**config.mk**
```make
export PLATFORM = sky130hd
export DESIGN_NAME = tfad_top
export DESIGN_NICKNAME = d
export VERILOG_FILES = /design/src/tfad_pkg.sv /design/src/tfad_byte_reg.sv /design/src/tfad_decode.sv /design/src/tfad_top.sv
export SDC_FILE = /design/constraint.sdc
export NUM_CORES = 1
export LEC_CHECK = 0
export BUFFER_PORTS_ARGS = -buffer_cell sky130_fd_sc_hd__clkbuf_2
export CAP_MARGIN = 15
export CORE_UTILIZATION = 33
export CTS_BUF_LIST = sky130_fd_sc_hd__clkbuf_8 sky130_fd_sc_hd__clkbuf_16
export DETAILED_ROUTE_END_ITERATION = 8
export SETUP_SLACK_MARGIN = 0.3
export SLEW_MARGIN = 20
export SYNTH_ARGS = -nofsm -noshare
export SYNTH_HDL_FRONTEND = slang
export SYNTH_HIERARCHICAL = 1
export SYNTH_SLANG_ARGS = --single-unit
export TNS_END_PERCENT = 30
```
**constraint.sdc**
```tcl
create_clock -name clk -period 2.08 [get_ports clk]
set_input_delay 0.104 -clock clk [delete_from_list [all_inputs] [get_ports clk]]
set_output_delay 0.104 -clock clk [all_outputs]
set_load 0.01 [all_outputs]
```
**src/tfad_pkg.sv**
```systemverilog
package tfad_pkg;

  // ****************************************
  // Task file offsets (normalised, 0 to f)
  // ****************************************
  localparam logic [3:0] OFF_DATA = 4'h0;        // Sector data port
  localparam logic [3:0] OFF_ERR_FEAT = 4'h1;    // Error read, feature write
  localparam logic [3:0] OFF_COUNT = 4'h2;       // Transfer sector count
  localparam logic [3:0] OFF_SECTOR = 4'h3;      // Start sector number
  localparam logic [3:0] OFF_TRACK_LO = 4'h4;    // Track address low
  localparam logic [3:0] OFF_TRACK_HI = 4'h5;    // Track address high
  localparam logic [3:0] OFF_HEAD = 4'h6;        // Unit and head select
  localparam logic [3:0] OFF_STATE_CMD = 4'h7;   // State read, command write
  localparam logic [3:0] OFF_ALIAS_EVEN = 4'h8;  // Even data byte alias
  localparam logic [3:0] OFF_ALIAS_ODD = 4'h9;   // Odd data byte alias
  localparam logic [3:0] OFF_ALIAS_ERR = 4'hd;   // Error / feature alias
  localparam logic [3:0] OFF_SHADOW_CTRL = 4'he; // Shadow state, unit control
  localparam logic [3:0] OFF_UNIT_ADDR = 4'hf;   // Address readback, write slot unused

  // ****************************************
  // Mapping select values and I/O bases
  // ****************************************
  localparam logic [5:0] MAP_MEMORY = 6'h00;
  localparam logic [5:0] MAP_CONTIG = 6'h01;
  localparam logic [5:0] MAP_PRIMARY = 6'h02;
  localparam logic [5:0] MAP_SECONDARY = 6'h03;
  localparam logic [5:0] BASE_PRIMARY = 6'h1f;
  localparam logic [5:0] BASE_PRIMARY_ALT = 6'h3f;
  localparam logic [5:0] BASE_SECONDARY = 6'h17;
  localparam logic [5:0] BASE_SECONDARY_ALT = 6'h37;
  localparam logic [1:0] ALT_PAIR = 2'h3;        // A2..A1 of the upper two slots

  // ****************************************
  // Attribute copy-number register
  // ****************************************
  localparam logic [10:0] ATTR_COPY_ADDR = 11'h206;
  localparam int COPY_BIT = 4;                   // Copy number position
  localparam int UNIT_SELECT_BIT = 4;            // Unit select in head register

  // ****************************************
  // Error flag positions
  // ****************************************
  localparam int ERR_BAD_BLOCK = 7;
  localparam int ERR_ECC = 6;
  localparam int ERR_MISSING = 4;
  localparam int ERR_REJECTED = 2;
  localparam int ERR_GENERAL = 0;
  localparam logic [7:0] ERR_USED_MASK = 8'hd5;  // Bits 5, 3, 1 always zero

  // ****************************************
  // Reset values
  // ****************************************
  localparam logic [7:0] RST_ZERO = 8'h00;
  localparam logic [7:0] RST_COUNT = 8'h01;
  localparam logic [7:0] RST_COPY = 8'h00;

  // Decoding arrangement in force
  typedef enum logic [2:0] {
    TFAD_MAP_MEM,
    TFAD_MAP_CONTIG,
    TFAD_MAP_PRI,
    TFAD_MAP_SEC,
    TFAD_MAP_DISK,
    TFAD_MAP_NONE
  } tfad_map_t;

endpackage

```
**src/tfad_byte_reg.sv**
```systemverilog
// One host-written byte register with load enable
module tfad_byte_reg import tfad_pkg::*; #(
  parameter logic [7:0] RESET_VALUE = 8'h00
) (
  input wire logic clk,
  input wire logic rst,
  input wire logic load,
  input wire logic [7:0] d,
  output logic [7:0] q
);

  // ****************************************
  // Storage
  // ****************************************
  // Load wins over hold, reset wins over both
  always_ff @(posedge clk) begin
    if (rst) begin
      q <= RESET_VALUE;
    end else if (load) begin
      q <= d;
    end
  end

endmodule

```
**src/tfad_decode.sv**
```systemverilog
// Address decode for the five task file arrangements
module tfad_decode import tfad_pkg::*; (
  input wire logic [5:0] mapping_select,
  input wire logic disk_mode,
  input wire logic [10:0] addr,
  input wire logic attr_select_n,
  input wire logic chip_select_low_n,
  input wire logic chip_select_high_n,
  input wire logic mem_read_strobe_n,
  input wire logic mem_write_strobe_n,
  input wire logic io_read_strobe_n,
  input wire logic io_write_strobe_n,
  output logic hit,
  output logic [3:0] offset,
  output logic rd_req,
  output logic wr_req,
  output logic word_req,
  output logic high_lane_only,
  output logic attr_rd_req,
  output logic attr_wr_req
);

  // ****************************************
  // Cycle qualifiers
  // ****************************************
  tfad_map_t map;                    // Arrangement in force
  logic hit_c;                       // Raw hit
  logic [3:0] offset_c;              // Raw offset
  wire [5:0] base = addr[9:4];       // I/O window base
  wire alt_pair = addr[2:1] == ALT_PAIR;
  wire cs_any = !chip_select_low_n || !chip_select_high_n;
  wire mem_cyc = !mem_read_strobe_n || !mem_write_strobe_n;
  wire io_cyc = !io_read_strobe_n || !io_write_strobe_n;
  wire io_tf = !attr_select_n ? cs_any && io_cyc : 1'b0;
  wire attr_cyc = !disk_mode && !attr_select_n && !chip_select_low_n
    && addr == ATTR_COPY_ADDR;

  // Pick the arrangement; disk mode overrides mapping select
  // mapping select picks arrangement
  always_comb begin
    map = TFAD_MAP_NONE;
    if (disk_mode) begin
      map = TFAD_MAP_DISK;
    end else begin
      case (mapping_select)
        MAP_MEMORY: map = TFAD_MAP_MEM;
        MAP_CONTIG: map = TFAD_MAP_CONTIG;
        MAP_PRIMARY: map = TFAD_MAP_PRI;
        MAP_SECONDARY: map = TFAD_MAP_SEC;
        default: map = TFAD_MAP_NONE;
      endcase
    end
  end

  // ****************************************
  // Per-arrangement hit and offset
  // ****************************************
  always_comb begin
    hit_c = 1'b0;
    offset_c = OFF_DATA;
    case (map)
      TFAD_MAP_MEM: begin
        hit_c = attr_select_n && cs_any && mem_cyc;
        offset_c = addr[10] ? {3'b100, addr[0]} : addr[3:0];
      end
      TFAD_MAP_CONTIG: begin
        hit_c = io_tf;
        offset_c = addr[3:0];
      end
      // primary window and its alternate pair
      TFAD_MAP_PRI: begin
        hit_c = io_tf && (base == BASE_PRIMARY || (base == BASE_PRIMARY_ALT && alt_pair));
        offset_c = base == BASE_PRIMARY ? {1'b0, addr[2:0]} : {3'b111, addr[0]};
      end
      // secondary window and its alternate pair
      TFAD_MAP_SEC: begin
        hit_c = io_tf && (base == BASE_SECONDARY
          || (base == BASE_SECONDARY_ALT && alt_pair));
        offset_c = base == BASE_SECONDARY ? {1'b0, addr[2:0]} : {3'b111, addr[0]};
      end
      // low select command block, high select pair
      TFAD_MAP_DISK: begin
        hit_c = io_cyc && (chip_select_low_n != chip_select_high_n)
          && (!chip_select_low_n || alt_pair);
        offset_c = !chip_select_low_n ? {1'b0, addr[2:0]} : {3'b111, addr[0]};
      end
      default: begin
        hit_c = 1'b0;
        offset_c = OFF_DATA;
      end
    endcase
  end

  // ****************************************
  // Outputs
  // ****************************************
  wire mem_map = map == TFAD_MAP_MEM;
  wire disk_map = map == TFAD_MAP_DISK;
  assign hit = hit_c;
  assign offset = offset_c;
  assign rd_req = hit_c && (mem_map ? !mem_read_strobe_n : !io_read_strobe_n);
  assign wr_req = hit_c && (mem_map ? !mem_write_strobe_n : !io_write_strobe_n);
  // Disk mode: data port is always a word, the rest bytes on the low lane
  // word when both selects low
  assign word_req = disk_map ? offset_c == OFF_DATA : !chip_select_low_n && !chip_select_high_n;
  assign high_lane_only = !disk_map && chip_select_low_n && !chip_select_high_n;
  assign attr_rd_req = attr_cyc && !mem_read_strobe_n;
  assign attr_wr_req = attr_cyc && !mem_write_strobe_n;

endmodule

```
**src/tfad_top.sv**
```systemverilog
// What this block does
// - host stores copy number, card keeps it
// - mapping select chooses one of four arrangements
// - select 0: memory cycles, A10 byte window
// - select 1: I/O, A3-A0 offset only
// - select 2: primary base, alternate pair
// - select 3: secondary base, alternate pair
// - disk mode: chip selects pick block
// - offsets 0-7 read and write register sets
// - offsets 8, 9, d alias data and error
// - sixteen bit sector data port
// - data port takes words and bytes
// - word at data offset is data only, skips byte one
// - error register read only, writes hit feature
// - error flags at bits 7,6,4,2,0
// - abort and uncorrectable flags set by events
// - unit select compared with copy number
module tfad_top import tfad_pkg::*; (
  input wire logic clk,
  input wire logic rst,
  input wire logic [10:0] addr,
  input wire logic attr_select_n,
  input wire logic chip_select_low_n,
  input wire logic chip_select_high_n,
  input wire logic mem_read_strobe_n,
  input wire logic mem_write_strobe_n,
  input wire logic io_read_strobe_n,
  input wire logic io_write_strobe_n,
  input wire logic [15:0] host_data_in,
  output logic [15:0] host_data_out,
  output logic host_data_oe,
  input wire logic [5:0] mapping_select,
  input wire logic disk_mode,
  input wire logic [7:0] command_state_in,
  input wire logic bad_block_event,
  input wire logic ecc_failure_event,
  input wire logic sector_missing_event,
  input wire logic command_rejected_event,
  input wire logic general_error_event,
  input wire logic [15:0] sector_rd_data,
  output logic sector_pop,
  output logic sector_push,
  output logic [15:0] sector_wr_data,
  output logic cmd_strobe,
  output logic [7:0] command_code,
  output logic [7:0] feature_byte,
  output logic [7:0] transfer_sector_count,
  output logic [7:0] start_sector_number,
  output logic [7:0] track_address_low,
  output logic [7:0] track_address_high,
  output logic [7:0] unit_and_head_select,
  output logic [7:0] unit_control,
  output logic [7:0] card_copy_number,
  output logic card_selected
);

  // ****************************************
  // Address decode
  // ****************************************
  logic hit;                 // Task file hit
  logic [3:0] off;           // Normalised offset
  logic rd_req;              // Read strobe held on a hit
  logic wr_req;              // Write strobe held on a hit
  logic word_req;            // Sixteen bit access
  logic hi_only;             // Odd byte on upper lane only
  logic attr_rd_req;         // Copy register read
  logic attr_wr_req;         // Copy register write

  tfad_decode u_decode (
    .mapping_select(mapping_select),
    .disk_mode(disk_mode),
    .addr(addr),
    .attr_select_n(attr_select_n),
    .chip_select_low_n(chip_select_low_n),
    .chip_select_high_n(chip_select_high_n),
    .mem_read_strobe_n(mem_read_strobe_n),
    .mem_write_strobe_n(mem_write_strobe_n),
    .io_read_strobe_n(io_read_strobe_n),
    .io_write_strobe_n(io_write_strobe_n),
    .hit(hit),
    .offset(off),
    .rd_req(rd_req),
    .wr_req(wr_req),
    .word_req(word_req),
    .high_lane_only(hi_only),
    .attr_rd_req(attr_rd_req),
    .attr_wr_req(attr_wr_req)
  );

  // ****************************************
  // Strobe edge detection
  // ****************************************
  logic rd_req_q;            // Previous read level
  logic wr_req_q;            // Previous write level
  logic attr_rd_q;           // Previous attribute read level
  logic attr_wr_q;           // Previous attribute write level

  // Strobes are synchronous levels; each access acts once at its first cycle
  always_ff @(posedge clk) begin
    if (rst) begin
      rd_req_q <= 1'b0;
      wr_req_q <= 1'b0;
      attr_rd_q <= 1'b0;
      attr_wr_q <= 1'b0;
    end else begin
      rd_req_q <= rd_req;
      wr_req_q <= wr_req;
      attr_rd_q <= attr_rd_req;
      attr_wr_q <= attr_wr_req;
    end
  end

  wire rd_start = rd_req && !rd_req_q && card_selected;
  wire wr_start = wr_req && !wr_req_q;
  wire attr_rd_start = attr_rd_req && !attr_rd_q;
  wire attr_wr_start = attr_wr_req && !attr_wr_q;

  // ****************************************
  // Byte lanes and aliasing
  // ****************************************
  // Fold the duplicate error/feature slot onto offset 1
  function automatic logic [3:0] tfad_alias(input logic [3:0] o);
    return (o == OFF_ALIAS_ERR) ? OFF_ERR_FEAT : o;
  endfunction

  wire [7:0] lo_in = host_data_in[7:0];
  wire [7:0] hi_in = host_data_in[15:8];
  // A lone odd byte arrives on the upper lane
  wire [7:0] lo_val = (word_req || !hi_only) ? lo_in : hi_in;
  wire [3:0] lo_off = tfad_alias(word_req ? {off[3:1], 1'b0} : off);
  wire [3:0] hi_off = tfad_alias({off[3:1], 1'b1});
  // word at data offset is data only
  wire data_word = word_req && (off[3:1] == 3'b000 || off[3:1] == 3'b100);
  // 8 and 9 are data byte aliases
  wire data_even_b = !word_req && (off == OFF_DATA || off == OFF_ALIAS_EVEN);
  wire data_odd_b = !word_req && off == OFF_ALIAS_ODD;
  wire tf_access = !data_word && !data_even_b && !data_odd_b;

  // ****************************************
  // Byte register write enables
  // ****************************************
  logic [15:0] reg_we;       // Write enable per offset
  logic [7:0] reg_wv [16];   // Write value per offset

  for (genvar k = 0; k < 16; k++) begin : g_wr
    wire hi_match = word_req && hi_off == 4'(k);
    assign reg_we[k] = wr_start && tf_access && (lo_off == 4'(k) || hi_match);
    assign reg_wv[k] = hi_match ? hi_in : lo_val;
  end

  // offset 1 writes go to feature
  tfad_byte_reg #(.RESET_VALUE(RST_ZERO)) u_feature (
    .clk(clk), .rst(rst), .load(reg_we[OFF_ERR_FEAT]),
    .d(reg_wv[OFF_ERR_FEAT]), .q(feature_byte));
  tfad_byte_reg #(.RESET_VALUE(RST_COUNT)) u_count (
    .clk(clk), .rst(rst), .load(reg_we[OFF_COUNT]),
    .d(reg_wv[OFF_COUNT]), .q(transfer_sector_count));
  tfad_byte_reg #(.RESET_VALUE(RST_ZERO)) u_sector (
    .clk(clk), .rst(rst), .load(reg_we[OFF_SECTOR]),
    .d(reg_wv[OFF_SECTOR]), .q(start_sector_number));
  tfad_byte_reg #(.RESET_VALUE(RST_ZERO)) u_track_lo (
    .clk(clk), .rst(rst), .load(reg_we[OFF_TRACK_LO]),
    .d(reg_wv[OFF_TRACK_LO]), .q(track_address_low));
  tfad_byte_reg #(.RESET_VALUE(RST_ZERO)) u_track_hi (
    .clk(clk), .rst(rst), .load(reg_we[OFF_TRACK_HI]),
    .d(reg_wv[OFF_TRACK_HI]), .q(track_address_high));
  // Head register is loaded even when unselected, so selection can move
  tfad_byte_reg #(.RESET_VALUE(RST_ZERO)) u_head (
    .clk(clk), .rst(rst), .load(reg_we[OFF_HEAD]),
    .d(reg_wv[OFF_HEAD]), .q(unit_and_head_select));
  tfad_byte_reg #(.RESET_VALUE(RST_ZERO)) u_control (
    .clk(clk), .rst(rst), .load(reg_we[OFF_SHADOW_CTRL]),
    .d(reg_wv[OFF_SHADOW_CTRL]), .q(unit_control));
  // offset f write enable left unused

  // ****************************************
  // Copy number and unit selection
  // ****************************************
  // keep host copy number
  always_ff @(posedge clk) begin
    if (rst) begin
      card_copy_number <= RST_COPY;
    end else if (attr_wr_start) begin
      card_copy_number <= {3'b000, lo_in[COPY_BIT], 4'h0};
    end
  end

  // select compares unit bit with copy number
  always_ff @(posedge clk) begin
    if (rst) begin
      card_selected <= 1'b1;
    end else begin
      card_selected <= unit_and_head_select[UNIT_SELECT_BIT] == card_copy_number[COPY_BIT];
    end
  end

  // ****************************************
  // Command issue
  // ****************************************
  // Commands to the other unit on a shared bus are not ours
  wire cmd_accept = reg_we[OFF_STATE_CMD] && card_selected;

  always_ff @(posedge clk) begin
    if (rst) begin
      cmd_strobe <= 1'b0;
      command_code <= RST_ZERO;
    end else begin
      cmd_strobe <= cmd_accept;
      if (cmd_accept) begin
        command_code <= reg_wv[OFF_STATE_CMD];
      end
    end
  end

  // ****************************************
  // Error flags
  // ****************************************
  logic [7:0] error_flags;   // Sticky error register
  // core events set abort and others
  wire [7:0] err_events = {bad_block_event, ecc_failure_event, 1'b0, sector_missing_event,
    1'b0, command_rejected_event, 1'b0, general_error_event} & ERR_USED_MASK;
  // unused bit positions forced to zero
  wire [7:0] next_error = ((error_flags & ~{8{cmd_accept}}) | err_events) & ERR_USED_MASK;

  // New command clears; an event in the same cycle still sets
  always_ff @(posedge clk) begin
    if (rst) begin
      error_flags <= RST_ZERO;
    end else begin
      error_flags <= next_error;
    end
  end

  // ****************************************
  // Sector data port
  // ****************************************
  logic [7:0] even_hold;     // Even byte awaiting its odd partner
  wire push_word = wr_start && card_selected && data_word;
  wire push_odd = wr_start && card_selected && data_odd_b;

  // words and byte pairs to sector stream
  always_ff @(posedge clk) begin
    if (rst) begin
      even_hold <= RST_ZERO;
      sector_push <= 1'b0;
      sector_wr_data <= 16'h0000;
      sector_pop <= 1'b0;
    end else begin
      sector_push <= push_word || push_odd;
      sector_pop <= rd_start && (data_word || data_odd_b);
      if (wr_start && card_selected && data_even_b) begin
        even_hold <= lo_val;
      end
      if (push_word) begin
        sector_wr_data <= host_data_in;
      end else if (push_odd) begin
        sector_wr_data <= {lo_val, even_hold};
      end
    end
  end

  // ****************************************
  // Read selection
  // ****************************************
  logic [7:0] rd_tab [16];   // Read value per offset
  assign rd_tab[0] = sector_rd_data[7:0];
  assign rd_tab[1] = error_flags;
  assign rd_tab[2] = transfer_sector_count;
  assign rd_tab[3] = start_sector_number;
  assign rd_tab[4] = track_address_low;
  assign rd_tab[5] = track_address_high;
  assign rd_tab[6] = unit_and_head_select;
  assign rd_tab[7] = command_state_in;
  assign rd_tab[8] = sector_rd_data[7:0];
  assign rd_tab[9] = sector_rd_data[15:8];
  assign rd_tab[10] = RST_ZERO;
  assign rd_tab[11] = RST_ZERO;
  assign rd_tab[12] = RST_ZERO;
  assign rd_tab[13] = error_flags;
  assign rd_tab[14] = command_state_in;
  // Address readback: inverted head bits and one-hot unit select
  assign rd_tab[15] = {2'b00, ~unit_and_head_select[3:0],
    unit_and_head_select[UNIT_SELECT_BIT], ~unit_and_head_select[UNIT_SELECT_BIT]};

  wire [7:0] rd_byte = rd_tab[lo_off];
  wire [15:0] byte_placed = hi_only ? {rd_byte, 8'h00} : {8'h00, rd_byte};
  wire [15:0] next_read = data_word ? sector_rd_data
    : word_req ? {rd_tab[hi_off], rd_tab[lo_off]} : byte_placed;

  // Data captured at the first cycle and held for the whole strobe
  always_ff @(posedge clk) begin
    if (rst) begin
      host_data_out <= 16'h0000;
      host_data_oe <= 1'b0;
    end else begin
      host_data_oe <= (rd_req && card_selected) || attr_rd_req;
      if (rd_start) begin
        host_data_out <= next_read;
      end else if (attr_rd_start) begin
        host_data_out <= {8'h00, card_copy_number};
      end
    end
  end
endmodule

```
# ---- Yosys cells after proc, flatten, opt, wreduce, memory -nomap -nowiden
# Index checks and enable logic that the tools add are counted.
dict set report word_totals {
  regBits 122
  output_inout_bits 109
}
dict set report classes {
  bitwise 7
  magnitude_cmp 2
  n_mux 37
  reduce_logical 97
  n_eq_ne 36
}
# op n
set op_table {}
lappend op_table {{$mux W16} 7}
lappend op_table {{$mux W8} 13}
lappend op_table {{$bmux W8 S4} 2}
lappend op_table {{$logic_and A1 B1 Y1} 53}
lappend op_table {{$eq A4 B3 Y1 const B} 8}
lappend op_table {{$mux W4} 6}
lappend op_table {{$eq A4 B4 Y1 const B} 5}
lappend op_table {{$logic_or A1 B1 Y1} 20}
lappend op_table {{$pmux W4 S5} 1}
lappend op_table {{$logic_not A1 Y1} 18}
lappend op_table {{$eq A4 B2 Y1 const B} 4}
lappend op_table {{$eq A6 B2 Y1 const B} 2}
lappend op_table {{$eq A6 B5 Y1 const B} 2}
lappend op_table {{$eq A6 B6 Y1 const B} 2}
lappend op_table {{$pmux W3 S4} 1}
lappend op_table {{$eq A11 B10 Y1 const B} 1}
lappend op_table {{$ge A5 B5 Y1 const B} 2}
lappend op_table {{$not A4 Y5} 2}
lappend op_table {{$eq A3 B3 Y1 const B} 3}
lappend op_table {{$and A8 B8 Y8} 1}
lappend op_table {{$eq A4 B1 Y1 const B} 2}
lappend op_table {{$not A8 Y8} 1}
lappend op_table {{$or A8 B8 Y8} 1}
lappend op_table {{$eq A3 B2 Y1 const B} 2}
lappend op_table {{other kinds (14)} 20}

# ---- Depth between registers and ports, before layout
dict set report depth {
  word_depth 18
  mapped_depth 14
  mapped_depth_nobuf 11
}

# ---- Hierarchy
# Netlist, hierarchy kept.
# module area_per_inst_um2 cells_each n_inst
set by_module_without_submodules {}
lappend by_module_without_submodules {tfad_top 4316.6 587 1}
lappend by_module_without_submodules {{tfad_byte_reg (u_control ...)} 285.3 26 6}
lappend by_module_without_submodules {tfad_decode 410.4 59 1}
lappend by_module_without_submodules {{tfad_byte_reg (u_count)} 290.3 26 1}

# ---- Worst setup path before layout
# OpenSTA, ideal clock, no wires.
dict set report synth_timing {
  kind {input port to flip-flop}
  start {input mapping_select[3]}
  end {register u_track_hi.q[5]}
  n_path_buf 2
  arrival_time_ps 2176
  required_ps 1956
  setup_slack_ps -220
  stages 12
  path_cell_list {nor4_1 > a21oi_1 > o21bai_1 > buf_2 > inv_1 > nor2_1 > nand2_1 > clkbuf_1 > nor2_1 > a21oi_1 > mux2i_1 > nor2_1}
}
# element line_no
set synth_rtl {}
lappend synth_rtl {{start: declaration} tfad_top.sv:32} ;# input wire logic [5:0] mapping_select,
lappend synth_rtl {{end signal: assignment} tfad_byte_reg.sv:18} ;# q <= RESET_VALUE;
lappend synth_rtl {{end signal: assignment} tfad_byte_reg.sv:20} ;# q <= d;
lappend synth_rtl {{end: declaration} tfad_byte_reg.sv:9} ;# output logic [7:0] q

# ---- Worst setup path in the final report
dict set report layout_timing {
  start {input mapping_select[4]}
  end {register host_data_out[12]}
}
dict set report layout_via {
  elab_chain_cells 18
  elab_cells_between_ends 44
}
# element line_no
set layout_rtl {}
lappend layout_rtl {{$eq A6 B2 Y1 (tied with other cells)} tfad_decode.sv:45} ;# case (mapping_select)
lappend layout_rtl {{$pmux W3 S4 *} tfad_decode.sv:45}
lappend layout_rtl {{$mux W3 *} tfad_decode.sv:42} ;# if (disk_mode) begin
lappend layout_rtl {{$eq A3 B3 Y1 (tied with other cells)} tfad_decode.sv:61} ;# case (map)
lappend layout_rtl {{$pmux W4 S5 *} tfad_decode.sv:61}
lappend layout_rtl {{net off[1]} tfad_top.sv:61} ;# logic [3:0] off;
lappend layout_rtl {{$logic_not A4 Y1} tfad_decode.sv:105} ;# assign word_req = disk_map ? offset_c == OFF_DATA : !chip_select_low_n && !chip_select_high_n;
lappend layout_rtl {{$mux W1} tfad_decode.sv:105}
lappend layout_rtl {{[... 2 more ...]} -}
lappend layout_rtl {{$mux W4} tfad_top.sv:123} ;# return (o == OFF_ALIAS_ERR) ? OFF_ERR_FEAT : o;
lappend layout_rtl {{$not A4 Y5 (implied by the code)} tfad_top.sv:285} ;# wire [7:0] rd_byte = rd_tab[lo_off];
lappend layout_rtl {{$bmux W8 S4} tfad_top.sv:285}
lappend layout_rtl {{$mux W8 (implied by the code) (2 in a row)} tfad_top.sv:285}
lappend layout_rtl {{$mux W16} tfad_top.sv:286} ;# wire [15:0] byte_placed = hi_only ? {rd_byte, 8'h00} : {8'h00, rd_byte};
lappend layout_rtl {{$mux W16} tfad_top.sv:288} ;# : word_req ? {rd_tab[hi_off], rd_tab[lo_off]} : byte_placed;
lappend layout_rtl {{$mux W16 *} tfad_top.sv:287} ;# wire [15:0] next_read = data_word ? sector_rd_data
lappend layout_rtl {{$mux W16 *} tfad_top.sv:297} ;# if (rd_start) begin
lappend layout_rtl {{end signal: assignment} tfad_top.sv:298} ;# host_data_out <= next_read;
lappend layout_rtl {{end signal: assignment} tfad_top.sv:300} ;# host_data_out <= {8'h00, card_copy_number};
lappend layout_rtl {{end: declaration} tfad_top.sv:30} ;# output logic [15:0] host_data_out,
# The timed path passes the listed nets; every way through them passes the cells marked *. The select of a mux whose other input is x is not followed.
# A chain may end at the register's enable or synchronous reset.

==> flow_summary.json <==
{
  "outcome": "finished, violations left",
  "violations": "negative setup slack",
  "dpl_worst_slack_ns": -0.503,
  "power_frac_comb": 0.195,
  "grt_pass1_wl_mm": 38.3,
  "grt_pass1_vias": 6754,
  "grt_max_degree": 98,
  "fin_skew_ns": 0.0123,
  "path_cells": "buf_8, nor3_4, and3_4, a31oi_1, o211ai_1, clkbuf_16, buf_8, buf_6, mux4_2, a22oi_2, o211ai_1, a221o_1",
  "root_buffer": "clkbuf_16",
  "clockPowerShare": 0.449,
  "required_ns": 2.38,
  "die_area_um2": 21000,
  "power.internal_mw": 4.73,
  "rr_worst_depth": 4,
  "hold_class": "input pin to flip-flop",
  "areaGrowthSynthToFinish_pct": 56.1,
  "nNetsFinal": 1210,
  "holdWs_ns": 0.0103,
  "setup_viol": 55,
  "drc": 0,
  "antenna_found_initial": 0,
  "power_switching_mw": 1.81,
  "dp.final_hpwl_mm": 19.7,
  "die_w_um": 145,
  "fmax_mhz": 438,
  "first_pass_iters": 5,
  "syn_area_um2": 6730,
  "clock_latency_ns": 0.43,
  "cts_sinks": 119,
  "wl_mm": 26.6,
  "cts_buffers": 17,
  "p_leak_nw": 4.37,
  "cp.arrival_ns": 2.59,
  "coreArea_um2": 19700,
  "overflow": 0,
  "layout_setup_ws_ns": -0.205,
  "cp-end-kind": "flip-flop",
  "critPathKind": "input pin to flip-flop",
  "maxCapViolCount": 0,
  "worstSetupStartpointType": "input pin",
  "power_density_nw_per_um2": 623,
  "synth.avg_cell_area_um2": 8.13,
  "slowest_delay_ns": 0.38,
  "grt_use_total": 0.247,
  "netlist_instances": 827,
  "final_layout_size_suffix_gt1_frac": 0.432,
  "nFillCells": 1846,
  "via_per_inst": 5.27,
  "final_antenna_net_count": 0,
  "total_power_mw": 6.54,
  "io_buffers": 173,
  "drv_slew": 0,
  "cts_tree": "done",
  "n_antenna_cell": 0,
  "vdd_drop_max_v": 0.000586,
  "sw_frac_of_total": 0.277,
  "start_util": 0.341,
  "gp_congestion": 0.993,
  "routedWlPerCell_um": 18.8,
  "clockBufferDepth": 2,
  "slowest_stage": "a221o_1",
  "die_h_um": 145,
  "fin_tns_setup_ns": -3.23,
  "dr.first_iter.drc_count": 626,
  "vias": 7444,
  "final_period_minus_worst_setup_slack_ns": 2.28,
  "finalHoldViolCount": 0,
  "finalCritPeriodShare": 1.10,
  "seqPwrFrac": 0.356,
  "ys_warn_count": 6,
  "htree_levels": 4,
  "clk_pin_slew_ns": 0.06,
  "worstPathMaxFanout": 6,
  "rows": 51,
  "ios": 181,
  "rsz0062_at_grt": "yes",
  "worstHoldPathCells": 3
}
==> per-stage QoR <==
stage | utilization | area, um^2 | cells
after floorplan | - | 6970 | 833
after global routing | 0.532 | 10500 | 1413
final | 0.532 | 10500 | 1413
after global placement | 0.449 | 8850 | 1339
after detailed placement | 0.449 | 8850 | 1339
after CTS | 0.498 | 9810 | 1394
==> path summary, 6_finish.rpt <==
kind / to / slack (ns) / startpoint
max: host_data_out[12] / -0.20 / mapping_select[4]
min: attr_wr_q / 0.01 / mem_write_strobe_n
max reg2reg: host_data_out[12] / 0.33 / u_head/q[4]
min reg2reg: host_data_out[5] / 0.44 / host_data_out[5]
==> metal layers <==
layer | track usage | vias up | wire, um
li1 | - | 3550 | -
met1 | 0.338 | 3537 | 12000
met2 | 0.375 | 304 | 11800
met3 | 0.0543 | 53 | 1960
met4 | 0.0953 | 0 | 811
met5 | 0 | - | 0
==> what timing repair did <==
| item | CTS | global route |
|---|---|---|
| resized for setup | 44 | 116 |
| hold endpoints to repair | 13 | 0 |
| gates cloned | 1 | 3 |
| hold buffers | 13 | 0 |
| pin swaps | 16 | 59 |
| setup endpoints to repair | 110 | 112 |
| buffers inserted | 10 | 16 |
==> power by group through the flow <==
stage	sequential [mW]	combinational [mW]	clock, mW
final	2.32	1.28	2.94
after global routing	2.33	1.35	3.07
after CTS	2.32	1.11	2.96
after detailed placement	2.37	1.05	0
after global placement	2.37	1.05	0
after floorplan	2.37	0.553	0
==> sequential cells by signal, indices dropped and copies added, names as in the netlist <==
| signal | count |
|---|---|
| u_track_hi/q | 8 |
| error_flags | 5 |
| host_data_oe | 1 |
| u_count/q | 8 |
| attr_wr_q | 1 |
| sector_push | 1 |
| cmd_strobe | 1 |
| u_head/q | 8 |
| card_copy_number | 1 |
| u_sector/q | 8 |
| host_data_out | 16 |
| u_track_lo/q | 8 |
| card_selected | 1 |
| sector_pop | 1 |
| u_control/q | 8 |
| rd_req_q | 1 |
| u_feature/q | 8 |
| sector_wr_data | 16 |
| attr_rd_q | 1 |
| command_code | 8 |
| wr_req_q | 1 |
| even_hold | 8 |
==> cells in the final DEF, fill, tap and decap left out, types with 7 or more instances in the layout <==
cell type      instances
nor3_1                 8
nor2_1               102
nor2b_1               15
a21oi_1               68
mux2i_1               66
buf_6                 22
o21ai_0               11
inv_1                 20
a311oi_2               7
clkbuf_16             21
nor2_2                17
mux2_2                 9
dlygate4sd3_1         13
nor2_4                13
nand2b_1               8
o22ai_1                8
buf_4                135
nand3_1                8
clkbuf_2             166
dfxtp_1              119
nand2_1               99
buf_12                 9
o211ai_1              21
mux4_2                 9
o21ai_1                7
conb_1                 7
==> cell type report <==
class / count / area (um^2) / area share
clock inverter: 11 / 108 / 0.0103
multi-input combinational: 624 / 4540 / 0.433
timing repair buffer: 354 / 2580 / 0.246
inverter: 20 / 87.6 / 0.00835
clock buffer: 20 / 467 / 0.0445
tap: 265 / 332 / 0.0316
sequential: 119 / 2380 / 0.227
==> critical path, delay by kind of cell <==
family          cells  cell delay, ns
compound gates      5            1.18
buf+inv             4            0.57
simple gates        2            0.43
mux                 1            0.30
Note: power is estimated with default switching activity, not from simulation.
